## config.mk

```make
export PLATFORM = sky130hd
export DESIGN_NAME = irq_vector_map
export DESIGN_NICKNAME = d
export VERILOG_FILES = /design/src/common/irq_map_pkg.sv /design/src/verilog/irq_vector_map.sv
export VERILOG_INCLUDE_DIRS = /design/src /design/src/common
export SDC_FILE = /design/constraint.sdc
export NUM_CORES = 1
export LEC_CHECK = 0
export ABC_AREA = 1
export BUFFER_PORTS_ARGS = -buffer_cell sky130_fd_sc_hd__buf_2
export CAP_MARGIN = 25
export CORE_ASPECT_RATIO = 1.75
export CORE_MARGIN = 3
export CORE_UTILIZATION = 31
export CTS_CLUSTER_DIAMETER = 100
export CTS_CLUSTER_SIZE = 12
export DETAILED_ROUTE_END_ITERATION = 8
export HOLD_SLACK_MARGIN = 0.06
export MAX_ROUTING_LAYER = met4
export PLACE_DENSITY = 0.59
export SLEW_MARGIN = 20
export SYNTH_ARGS = -nofsm -noshare
export SYNTH_HDL_FRONTEND = slang
export SYNTH_SLANG_ARGS = --single-unit
```

## constraint.sdc

```tcl
create_clock -name I_REF_CLK -period 64.8 [get_ports I_REF_CLK]
set_clock_uncertainty 0.05 [all_clocks]
set_input_delay 6.48 -clock I_REF_CLK [delete_from_list [all_inputs] [get_ports I_REF_CLK]]
set_output_delay 6.48 -clock I_REF_CLK [all_outputs]
set_load 0.03 [all_outputs]
```

## src/common/irq_map_defs.svh

```systemverilog
// Purpose: Offsets, field positions, reset values and source masks of the interrupt map
// Assumes: APB byte addresses, one 32-bit word per register
// Notes:   Definitions only
`ifndef IRQ_MAP_DEFS_SVH
`define IRQ_MAP_DEFS_SVH

// Register window byte addresses
`define IRQ_FLAG_BASE     12'h000
`define IRQ_ENABLE_BASE   12'h040
`define IRQ_PRIO_BASE     12'h080
`define IRQ_VSTAT_ADDR    12'h200
`define IRQ_ADDR_W        12

// Register counts and source slots
`define IRQ_FLAG_REGS     10
`define IRQ_PRIO_REGS     38
`define IRQ_SLOTS         160
`define IRQ_NUM_SRC       151
`define IRQ_FIELD_PITCH   4
`define IRQ_FIELDS_PER    4
`define IRQ_BITS_PER      16

// Vector number, table address and reset entry
`define IRQ_VECTOR_OFFSET 8'h08
`define IRQ_TABLE_BASE    24'h000004
`define IRQ_RESET_PC      24'h000000

// Status register fields
`define IRQ_VSTAT_VEC_LSB 0
`define IRQ_VSTAT_LVL_LSB 8

// Implemented sources common to all variants
`define IRQ_IMPL_BASE 160'h007e_c000_0000_0000_0000_200e_0006_0073_ff1f_7fff

// Variant-only sources, and the CRC completion source common to all variants
`define IRQ_CAN_RX        34
`define IRQ_CAN_EVENT     35
`define IRQ_CAN_TX        70
`define IRQ_PWM_SPECIAL   57
`define IRQ_QUAD_COMPARE  58
`define IRQ_PWM_GEN1      94
`define IRQ_PWM_GEN2      95
`define IRQ_PWM_GEN3      96
`define IRQ_CRC_DONE      67

`endif

```

## src/common/irq_map_pkg.sv

```systemverilog
// Purpose: Types shared by the interrupt map block
// Assumes: Constants come from irq_map_defs.svh
// Notes:   No constants duplicated here
`include "irq_map_defs.svh"

package irq_map_pkg;

  // APB request from the master
  typedef struct packed {
    logic [`IRQ_ADDR_W-1:0] paddr;
    logic [31:0]            pwdata;
    logic                   psel;
    logic                   penable;
    logic                   pwrite;
  } apb_req_s;

  // APB answer to the master
  typedef struct packed {
    logic [31:0] prdata;
    logic        pready;
    logic        pslverr;
  } apb_rsp_s;

  // Request presented to the CPU core
  typedef struct packed {
    logic        req;
    logic [7:0]  vector;
    logic [3:0]  level;
    logic [23:0] table_addr;
  } core_req_s;

  // Register window selected by an address
  typedef enum logic [2:0] {
    SEL_NONE,
    SEL_FLAG,
    SEL_ENABLE,
    SEL_PRIO,
    SEL_VSTAT
  } reg_sel_e;

  // Whole state of the block
  typedef struct packed {
    logic [`IRQ_SLOTS-1:0]      flags;
    logic [`IRQ_SLOTS-1:0]      enables;
    logic [`IRQ_SLOTS-1:0][2:0] prio;
    core_req_s                  core;
    logic [7:0]                 taken_vector_number;
    logic [3:0]                 taken_priority_level;
    logic [31:0]                prdata;
    logic                       rd_err;
    logic                       pc_zero;
  } state_s;

endpackage : irq_map_pkg

```

## src/verilog/irq_vector_map.sv

```systemverilog
// Purpose: Reset entry and user interrupt source map with priority arbitration
// Assumes: Registers reached over APB; core acknowledges a taken request
// Notes:   Zero-wait APB slave; read data captured in the setup cycle
`timescale 1ns/10ps
`include "irq_map_defs.svh"

module irq_vector_map #(
  parameter bit HAS_CAN   = 1'b1,
  parameter bit HAS_MOTOR = 1'b1
) (
  // Clock and reset
  input  wire logic                        I_REF_CLK,
  input  wire logic                        I_RESET,
  // APB slave
  input  wire irq_map_pkg::apb_req_s       I_APB,
  output      irq_map_pkg::apb_rsp_s       O_APB,
  // Peripheral and external request events
  input  wire logic [`IRQ_NUM_SRC-1:0]     I_SRC_EVENT,
  // CPU core side
  input  wire logic [3:0]                  I_CPU_LEVEL,
  input  wire logic                        I_IRQ_ACK,
  output      irq_map_pkg::core_req_s      O_CORE,
  output      logic                        O_PC_LOAD,
  output      logic [23:0]                 O_RESET_PC
);

  // Parameter sanity: variant switches are single bits by type
  if (`IRQ_NUM_SRC > `IRQ_SLOTS) begin : g_bad_slots
    $error("irq_vector_map: more sources than register slots");
  end

  irq_map_pkg::state_s   st;
  irq_map_pkg::state_s   next_st;
  logic [`IRQ_SLOTS-1:0] impl;
  logic [`IRQ_SLOTS-1:0] events;
  logic [`IRQ_SLOTS-1:0] pending;
  irq_map_pkg::reg_sel_e sel;
  logic [5:0]            sel_idx;
  logic [31:0]           rd_word;
  logic [2:0]            best_lvl;
  logic [7:0]            best_irq;
  logic                  wr_fire;
  logic                  setup;

  // Implemented sources per variant; reserved slots stay zero
  always_comb begin
    impl = `IRQ_IMPL_BASE;
    impl[`IRQ_CAN_RX]       = HAS_CAN;
    impl[`IRQ_CAN_EVENT]    = HAS_CAN;
    impl[`IRQ_CAN_TX]       = HAS_CAN;
    impl[`IRQ_PWM_SPECIAL]  = HAS_MOTOR;
    impl[`IRQ_QUAD_COMPARE] = HAS_MOTOR;
    impl[`IRQ_PWM_GEN1]     = HAS_MOTOR;
    impl[`IRQ_PWM_GEN2]     = HAS_MOTOR;
    impl[`IRQ_PWM_GEN3]     = HAS_MOTOR;
  end

  // Pad event lines to the slot width; events on reserved slots vanish
  assign events = {{(`IRQ_SLOTS-`IRQ_NUM_SRC){1'b0}}, I_SRC_EVENT} & impl;
  assign pending = st.flags & st.enables & impl;

  // Address decode into window and register index
  always_comb begin
    sel     = irq_map_pkg::SEL_NONE;
    sel_idx = 6'h00;
    if (I_APB.paddr[1:0] == 2'h0) begin
      if (I_APB.paddr == `IRQ_VSTAT_ADDR) begin
        sel = irq_map_pkg::SEL_VSTAT;
      end else if (I_APB.paddr >= `IRQ_FLAG_BASE &&
                   I_APB.paddr < `IRQ_FLAG_BASE + 12'(4 * `IRQ_FLAG_REGS)) begin
        sel     = irq_map_pkg::SEL_FLAG;
        sel_idx = 6'((I_APB.paddr - `IRQ_FLAG_BASE) >> 2);
      end else if (I_APB.paddr >= `IRQ_ENABLE_BASE &&
                   I_APB.paddr < `IRQ_ENABLE_BASE + 12'(4 * `IRQ_FLAG_REGS)) begin
        sel     = irq_map_pkg::SEL_ENABLE;
        sel_idx = 6'((I_APB.paddr - `IRQ_ENABLE_BASE) >> 2);
      end else if (I_APB.paddr >= `IRQ_PRIO_BASE &&
                   I_APB.paddr < `IRQ_PRIO_BASE + 12'(4 * `IRQ_PRIO_REGS)) begin
        sel     = irq_map_pkg::SEL_PRIO;
        sel_idx = 6'((I_APB.paddr - `IRQ_PRIO_BASE) >> 2);
      end
    end
  end

  // Read word assembly; unused bits read zero
  always_comb begin
    rd_word = 32'h0000_0000;
    case (sel)
      irq_map_pkg::SEL_FLAG: begin
        rd_word[15:0] = st.flags[sel_idx*`IRQ_BITS_PER +: `IRQ_BITS_PER];
      end
      irq_map_pkg::SEL_ENABLE: begin
        rd_word[15:0] = st.enables[sel_idx*`IRQ_BITS_PER +: `IRQ_BITS_PER];
      end
      irq_map_pkg::SEL_PRIO: begin
        for (int f = 0; f < `IRQ_FIELDS_PER; f++) begin
          rd_word[f*`IRQ_FIELD_PITCH +: 3] = st.prio[sel_idx*`IRQ_FIELDS_PER + f];
        end
      end
      irq_map_pkg::SEL_VSTAT: begin
        rd_word[`IRQ_VSTAT_VEC_LSB +: 8] = st.taken_vector_number;
        rd_word[`IRQ_VSTAT_LVL_LSB +: 4] = st.taken_priority_level;
      end
      default: begin
        rd_word = 32'h0000_0000;
      end
    endcase
  end

  // Fixed-order scan: strict compare keeps the lower number on a tie
  always_comb begin
    best_lvl = 3'h0;
    best_irq = 8'h00;
    for (int i = 0; i < `IRQ_SLOTS; i++) begin
      if (pending[i] && st.prio[i] > best_lvl) begin
        best_lvl = st.prio[i];
        best_irq = 8'(i);
      end
    end
  end

  assign setup   = I_APB.psel && !I_APB.penable;
  assign wr_fire = I_APB.psel && I_APB.penable && I_APB.pwrite;

  // Next state
  always_comb begin
    next_st = st;
    // Setup cycle: capture read data and error so they come from flops
    if (setup) begin
      next_st.prdata = I_APB.pwrite ? 32'h0000_0000 : rd_word;
      next_st.rd_err = (sel == irq_map_pkg::SEL_NONE);
    end
    // Software writes; status register is read-only
    if (wr_fire) begin
      case (sel)
        irq_map_pkg::SEL_FLAG: begin
          next_st.flags[sel_idx*`IRQ_BITS_PER +: `IRQ_BITS_PER] = I_APB.pwdata[15:0];
        end
        irq_map_pkg::SEL_ENABLE: begin
          next_st.enables[sel_idx*`IRQ_BITS_PER +: `IRQ_BITS_PER] = I_APB.pwdata[15:0];
        end
        irq_map_pkg::SEL_PRIO: begin
          for (int f = 0; f < `IRQ_FIELDS_PER; f++) begin
            next_st.prio[sel_idx*`IRQ_FIELDS_PER + f] =
              I_APB.pwdata[f*`IRQ_FIELD_PITCH +: 3];
          end
        end
        default: begin
          next_st.flags = next_st.flags;
        end
      endcase
    end
    // Event set after the write so a same-cycle clear never loses it
    next_st.flags   = (next_st.flags | events) & impl;
    next_st.enables = next_st.enables & impl;
    for (int i = 0; i < `IRQ_SLOTS; i++) begin
      if (!impl[i]) begin
        next_st.prio[i] = 3'h0;
      end
    end
    // Registered core request; blocked during the reset entry cycle
    next_st.core.req    = !st.pc_zero && best_lvl != 3'h0 &&
                          {1'b0, best_lvl} > I_CPU_LEVEL;
    next_st.core.vector = best_irq + `IRQ_VECTOR_OFFSET;
    next_st.core.level  = {1'b0, best_lvl};
    next_st.core.table_addr = `IRQ_TABLE_BASE + {15'h0000, best_irq + `IRQ_VECTOR_OFFSET, 1'b0};
    // Latch what the core took
    if (I_IRQ_ACK && st.core.req) begin
      next_st.taken_vector_number  = st.core.vector;
      next_st.taken_priority_level = st.core.level;
    end
    next_st.pc_zero = 1'b0;
  end

  // State register; reset clears everything and forces the PC
  always_ff @(posedge I_REF_CLK) begin
    if (I_RESET) begin
      st         <= '0;
      st.pc_zero <= 1'b1;
    end else begin
      st <= next_st;
    end
  end

  // Outputs
  assign O_APB.prdata  = st.prdata;
  assign O_APB.pready  = 1'b1;
  assign O_APB.pslverr = I_APB.psel && I_APB.penable && st.rd_err;
  assign O_CORE        = st.core;
  assign O_PC_LOAD     = st.pc_zero;
  assign O_RESET_PC    = `IRQ_RESET_PC;

  // Checks
  a_reset_pc_force: assert property (@(posedge I_REF_CLK)
    I_RESET |=> O_PC_LOAD && !O_CORE.req && st.flags == '0)
    else $error("reset did not force PC load with a quiet controller");

  a_release_fetch: assert property (@(posedge I_REF_CLK)
    $fell(I_RESET) |-> O_PC_LOAD ##1 !O_PC_LOAD && O_RESET_PC == 24'h000000)
    else $error("fetch did not start from address zero after release");

  a_vector_number: assert property (@(posedge I_REF_CLK) disable iff (I_RESET)
    O_CORE.req |-> O_CORE.vector >= 8'h08 && pending[O_CORE.vector - 8'h08]
      || $past(pending[O_CORE.vector - 8'h08]))
    else $error("request vector does not map back to a pending source");

  a_table_addr: assert property (@(posedge I_REF_CLK) disable iff (I_RESET)
    O_CORE.req |-> O_CORE.table_addr == 24'h000004 + {15'h0000, O_CORE.vector, 1'b0})
    else $error("table address is not four plus twice the vector");

  a_reserved_quiet: assert property (@(posedge I_REF_CLK) disable iff (I_RESET)
    (st.flags & ~impl) == '0 && (st.enables & ~impl) == '0)
    else $error("reserved source holds a flag or enable bit");

  a_flag_sticky: assert property (@(posedge I_REF_CLK) disable iff (I_RESET)
    events[3] |=> st.flags[3])
    else $error("source event did not set its flag");

  a_flag_hold: assert property (@(posedge I_REF_CLK) disable iff (I_RESET)
    st.flags[3] && !wr_fire |=> st.flags[3])
    else $error("flag cleared without a software write");

  a_crc_slot: assert property (@(posedge I_REF_CLK) disable iff (I_RESET)
    I_SRC_EVENT[`IRQ_CRC_DONE] |=> st.flags[4*16+3])
    else $error("CRC event did not set flag register 4 bit 3");

  a_take_latch: assert property (@(posedge I_REF_CLK) disable iff (I_RESET)
    I_IRQ_ACK && O_CORE.req |=> st.taken_vector_number == $past(O_CORE.vector)
      && st.taken_priority_level == $past(O_CORE.level))
    else $error("taken vector or level not latched");

  a_level_above: assert property (@(posedge I_REF_CLK) disable iff (I_RESET)
    O_CORE.req |-> O_CORE.level != 4'h0 && O_CORE.level > $past(I_CPU_LEVEL))
    else $error("request raised at or below the CPU level");

  // Slots above the last source must stay empty whatever software writes
  a_upper_reserved: assert property (@(posedge I_REF_CLK) disable iff (I_RESET)
    st.flags[`IRQ_SLOTS-1:`IRQ_NUM_SRC] == '0
      && st.enables[`IRQ_SLOTS-1:`IRQ_NUM_SRC] == '0)
    else $error("slot above the highest source holds a flag or enable bit");

  // Reserved priority fields drop written values
  a_reserved_prio: assert property (@(posedge I_REF_CLK) disable iff (I_RESET)
    st.prio[15] == 3'h0 && st.prio[21] == 3'h0)
    else $error("reserved source holds a priority value");

  // Status moves only when the core takes a raised request
  a_status_hold: assert property (@(posedge I_REF_CLK) disable iff (I_RESET)
    !(I_IRQ_ACK && O_CORE.req) |=> $stable(st.taken_vector_number)
      && $stable(st.taken_priority_level))
    else $error("vector status changed without a taken request");

endmodule : irq_vector_map

```

# Word-level counts from Yosys, hierarchy flattened
# Cells that the tools add are included.
# classes
addsub	8
n_lt_le_gt_ge	70
n_eq_ne	5
n_shift	4
n_mux	155
bitwise_logic	2
reduce_logical	76
# ops
operator	n
480-bit bitwise mux	4
791-bit two-way mux	1
480-bit two-way mux	1
160-bit bitwise mux	2
160-bit by 11-bit indexed part select with 16-bit output	2
3-bit two-way mux	70
3-bit > comparator	54
160-bit two-way mux	1
16-bit by 34-bit variable shift with 160-bit output, first input constant	1
16-bit by 34-bit indexed part select with 160-bit output	1
151-bit AND	1
151-bit two-way mux	1
151-bit bitwise OR	1
6-bit two-way mux	16
3-bit binary-select mux with 8-bit select	3
3-bit demux with 8-bit select	3
1-bit logical AND	69
5-bit two-way mux	13
8-bit two-way mux	8
7-bit two-way mux	8
3-bit one-hot mux with 4 select lines	3
10-bit negator with 34-bit output	1
4-bit two-way mux	7
9-bit by 1-bit greater-or-equal comparator with 1-bit output, second input constant	3
other kinds (34)	46
# totals
reg_bits	344
input_bits	205
output_inout_bits	96
elab_cells	387

# Depth between registers and ports, before layout
# depth
word_depth	168
mapped_depth	452
ltp_nobuf	450

# Worst setup path after synthesis
# No wires, ideal clock.
# synth_timing
path_kind	register to register
start	register st[723] in the netlist's numbering
end	register st (netlist bit O_CORE[36])
setup_ns	0.056
arrival_ns	53.632
required_time_ns	64.694
path_slack_ns	11.062
path_stages_with_launch	394
n_path_buf	2
period_less_slack_ns	53.738
path_cell_list	dfxtp_1 nand2_1 nor2_1 inv_1 ha_1 nand3_1 nand2_1 clkinv_2 nand2_4 nand2_1 o21ai_0 ha_1 nor2_1 or2_1 nand3_1 nand3_2 nand2_2 inv_1 [358 not listed] nand2_4 nand2_4 o21ai_0 ha_1 nand3_1 nor2_1 nor2_1 nand2_2 buf_6 o21ai_2 inv_1 ha_1 inv_1 o21bai_1 a21oi_1 a311oi_1 nand2_1 inv_1
# synth_between
elab_chain_cells	168
word_cells_on_any_way	169
cone_classes	order compare: 55; mux: 55; bitwise: 1; reduce/logical: 58
# synth_rtl
item	line	source
start: declaration	irq_vector_map.sv:32	irq_map_pkg::state_s st;
start signal: assignment	irq_vector_map.sv:181	st <= next_st;
151-bit AND (*)	irq_vector_map.sv:60	assign pending = st.flags & st.enables & impl;
1-bit logical AND (*)	irq_vector_map.sv:115	if (pending[i] && st.prio[i] > best_lvl) begin
3-bit two-way mux (*)	irq_vector_map.sv:115	
3-bit > comparator	irq_vector_map.sv:115	
1-bit logical AND	irq_vector_map.sv:115	
3-bit two-way mux (*)	irq_vector_map.sv:115	
3-bit > comparator	irq_vector_map.sv:115	
1-bit logical AND	irq_vector_map.sv:115	
[152 not listed]	--	
1-bit logical AND	irq_vector_map.sv:115	
3-bit two-way mux (*)	irq_vector_map.sv:115	
3-bit > comparator	irq_vector_map.sv:115	
1-bit logical AND	irq_vector_map.sv:115	
3-bit two-way mux (*)	irq_vector_map.sv:115	
via best_lvl[1]	irq_vector_map.sv:40	logic [2:0] best_lvl;
parallel branches: the longest is 2 deep, another holds 3-bit by 4-bit > comparator with 1-bit output	--	
1-bit logical AND (*)	irq_vector_map.sv:162	next_st.core.req = !st.pc_zero && best_lvl != 3'h0 &&
# Mark *: on every way through the listed nets, which the timed path passes.
# A chain may end at the register's enable or synchronous reset.

# Final worst setup path
# Ends and elaborated chain as after synthesis.

==> results by group <==
Cells and area
  – Area added between synthesis and finish: 9.204%
  – Fillers: ~8.0k
  – Most common cell after layout, fill and taps aside: nand2_1
  – Ratio of cells with drive above 1 in the final layout: between 10% and 20%
  – Most frequent cells in the layout: nand2_1 (508), inv_1 (435), nor2_1 (345)
  – Final Non-Filler Cells: between 4k and 5k
  – Footprint of the multi-input gates: approximately 13000 um2
  – Final core occ: about a third
  – Nets: about 3.7k
  – FF+latch area: between 6000 and 7000 um2

Global route
  – Initial antenna violation count: 2
  – Largest net degree at the start of global routing: 96
  – Vias in the first global route: 23.13k
  – First-pass GRT wire length: 150100 um
  – Grt ovf: 0
  – GRT Total Usage: between 20% and 30%

Clocking
  – Worst-path clk slew: about 0.060 ns
  – CTS tree: done
  – Number of buffers created by CTS: 30
  – Clock sinks: roughly 320
  – Setup bufs post-CTS: 0
  – CTS root buffer: clkbuf_16
  – Clk_lat worst skew: ~0.65 ns
  – Clock Path Buffers: 3
  – CTS H-tree depth: 1

Die
  – Core ar.: slightly above 70000 um2
  – Initial Util: a little under a third
  – Die Width: about 210 um
  – Number of placement rows: 130
  – Ports: roughly 300
  – Die area: slightly below 80000 um2
  – Chip Height: around 360 um

Synth
  – Yosys warns: 0
  – Synth Instances: ~3.4k
  – Post-synthesis cell type count: 70
  – Syn_area_per_cell: between 6 and 7 um2
  – Top_reg_cell synth: dfxtp_1
  – Number of synthesized register bits: around 320
  – FFs w/ async S/R, synth: 0%
  – Post-Syn Area: 22770 um2
  – Post-synth EDFFs: 0
  – Register area share after synthesis: 28.49%

Timing
  – Final period utilization: 91.28%
  – Tightest Pin Transition: approximately 1.1 ns
  – Worst rel slew slack: around a quarter
  – Fin. Hold Viols: 0
  – Total negative slack: 0 ns
  – Fin. max-slew vios: 0
  – Setup-failing EPs final: 0
  – Highest clock rate: roughly 0.017 GHz
  – RSZ-0062 raised after global routing: no
  – Tmin final: between 50 and 60 ns

Setup path
  – Crit-path most repeated cell: nand2_2
  – CP Capture Type: flip-flop
  – Largest fanout on the critical path: 20
  – Crit Path Category: reg2reg
  – Worst path required time: approximately 65 ns
  – Cell at the slowest stage of the critical path: dfxtp_1
  – CP delay by family, top: simple AND/OR/NAND/NOR gates
  – CP max stage delay: between 0.4 and 0.5 ns
  – CP Launch Type: flip-flop
  – Critical Path AT: just under 60 ns
  – Crit path buffers/inverters: 40

Hold path
  – Hold crit path type: reg2reg

Route
  – Antenna Nets Post-Route: 0
  – Drt drc: 0
  – DRT iter0 DRCs: just under 2k
  – Vias/cell: 5.495
  – Via count: 24.17k
  – WL/cell: between 20 and 25 um
  – Drt pass-1 iters: 6
  – Routed WL: roughly 110000 um

Place
  – Final weighted congestion of routability-driven global placement: 1.062
  – IO buf count: approximately 130
  – Final HPWL DP: roughly 84000 um
  – Dpl cells: ~4.4k

Power and ir drop
  – Total power: 0.0004089 W
  – Leak: about 11 nW
  – Power Density: 16.44 nW/um2
  – VDD IR max: around 21 uV

Job
  – # Max-Cap Violations: 0

Outcome
  – Outcome: finished clean
[stage by stage]
step | hold WS (ns) | cell area [um2] | worst slack (ns)
3_5_place_dp | 0.3906 | 24040 | 1.930
6_report | 0.3991 | 24870 | 5.654
3_3_place_gp | 0.3858 | 23940 | 2.437
2_1_floorplan | 0.3745 | 22980 | 11.06
4_1_cts | 0.4004 | 24820 | 1.610
5_1_grt | 0.4337 | 24870 | 0.07085
[report_power, final]
part / leakage [nW] / switching (W) / internal (W)
Sequential: 2.63 / 0.00000357 / 0.000202
Clock: 0.381 / 0.0000848 / 0.0000817
Combinational: 7.59 / 0.0000290 / 0.00000804
Total: 10.6 / 0.000117 / 0.000291
[Yosys cell counts, drive strengths merged (3+ instances only)]
master / count / area, um2
nand2: 671 / 3032
a211o: 19 / 166.4
o32ai: 6 / 52.55
o21a: 5 / 37.54
nor2: 352 / 1341
o22ai: 24 / 150.1
a221oi: 5 / 43.79
nand4: 14 / 87.58
o221ai: 9 / 78.83
buf: 101 / 759.5
inv: 457 / 1718
dfxtp: 324 / 6486
o41ai: 6 / 52.55
clkbuf: 113 / 434.2
nand3: 242 / 1524
a2111oi: 3 / 26.28
o21ai: 371 / 1868
bufinv: 6 / 117.6
nor4: 7 / 43.79
o211ai: 19 / 162.7
ha: 68 / 850.8
o2111ai: 14 / 122.6
a22o: 7 / 61.31
a211oi: 115 / 920.9
a22oi: 10 / 80.07
a31oi: 20 / 158.9
nor3: 53 / 265.3
a31o: 5 / 43.79
clkinv: 27 / 107.6
or2: 21 / 131.4
o31ai: 10 / 90.09
a21oi: 294 / 1565
o21bai: 5 / 37.54
[logic make-up after synthesis]
kind of cell               count (synthesis)  synth area share, %
AOI/OAI and AO/OA                        956                25.50
xor gates and xnor gates                   2              0.07694
adders and majority gates                 68                3.736
buffers and inverters                    704                13.78
DFF                                      324                28.49
other                                      2              0.03298
and+or+nand+nor                         1366                28.40
[routing by layer]
layer  GRT usage (%)  up-vias  part of all wire (%)
met5               -        -                     0
met4           27.29        0                    13
met3           3.478      487                   5.7
met2           47.09     1100                    48
met1           25.79    11163                    33
li1                -    11422                     -
[state kept, by name, summed over array words and instances, names as in the netlist]
| name | flops |
|---|---|
| O_PC_LOAD | 1 |
| O_APB | 16 |
| O_CORE | 20 |
| st | 287 |
[final timing paths]
check	start	to	slack, ns	cells past startpoint
setup / recovery	st[723]	O_CORE[36]	5.65	394
hold / removal	st[44]	st[44]	0.40	2
setup reg to reg	st[723]	O_CORE[36]	5.65	394
hold reg to reg	st[44]	st[44]	0.40	2
[worst reg2reg max path, delay by kind of cell, from the launching register on]
kind,cells,cell delay (ns)
and+or+nand+nor,209,22.88
AOI/OAI and AO/OA,90,17.34
buffers and inverters,40,3.07
adders and majority gates,55,15.35
DFF,1,0.45
[timing repair]
item | in CTS | in global routing
hold buffers | 0 | 0
setup endpoints to repair | 0 | 19
resized for setup | 0 | 45
[final cells by class]
class / instances / area share [%]
multi-input combinational: 2450 / 54.02
sequential: 324 / 26.08
inverter: 490 / 7.824
tap: 924 / 4.649
timing repair buffer: 178 / 4.267
clock buffer: 30 / 3.019
clock inverter: 1 / 0.1208
antenna: 2 / 0.02013
No activity file was read; power rests on OpenSTA's default activity.
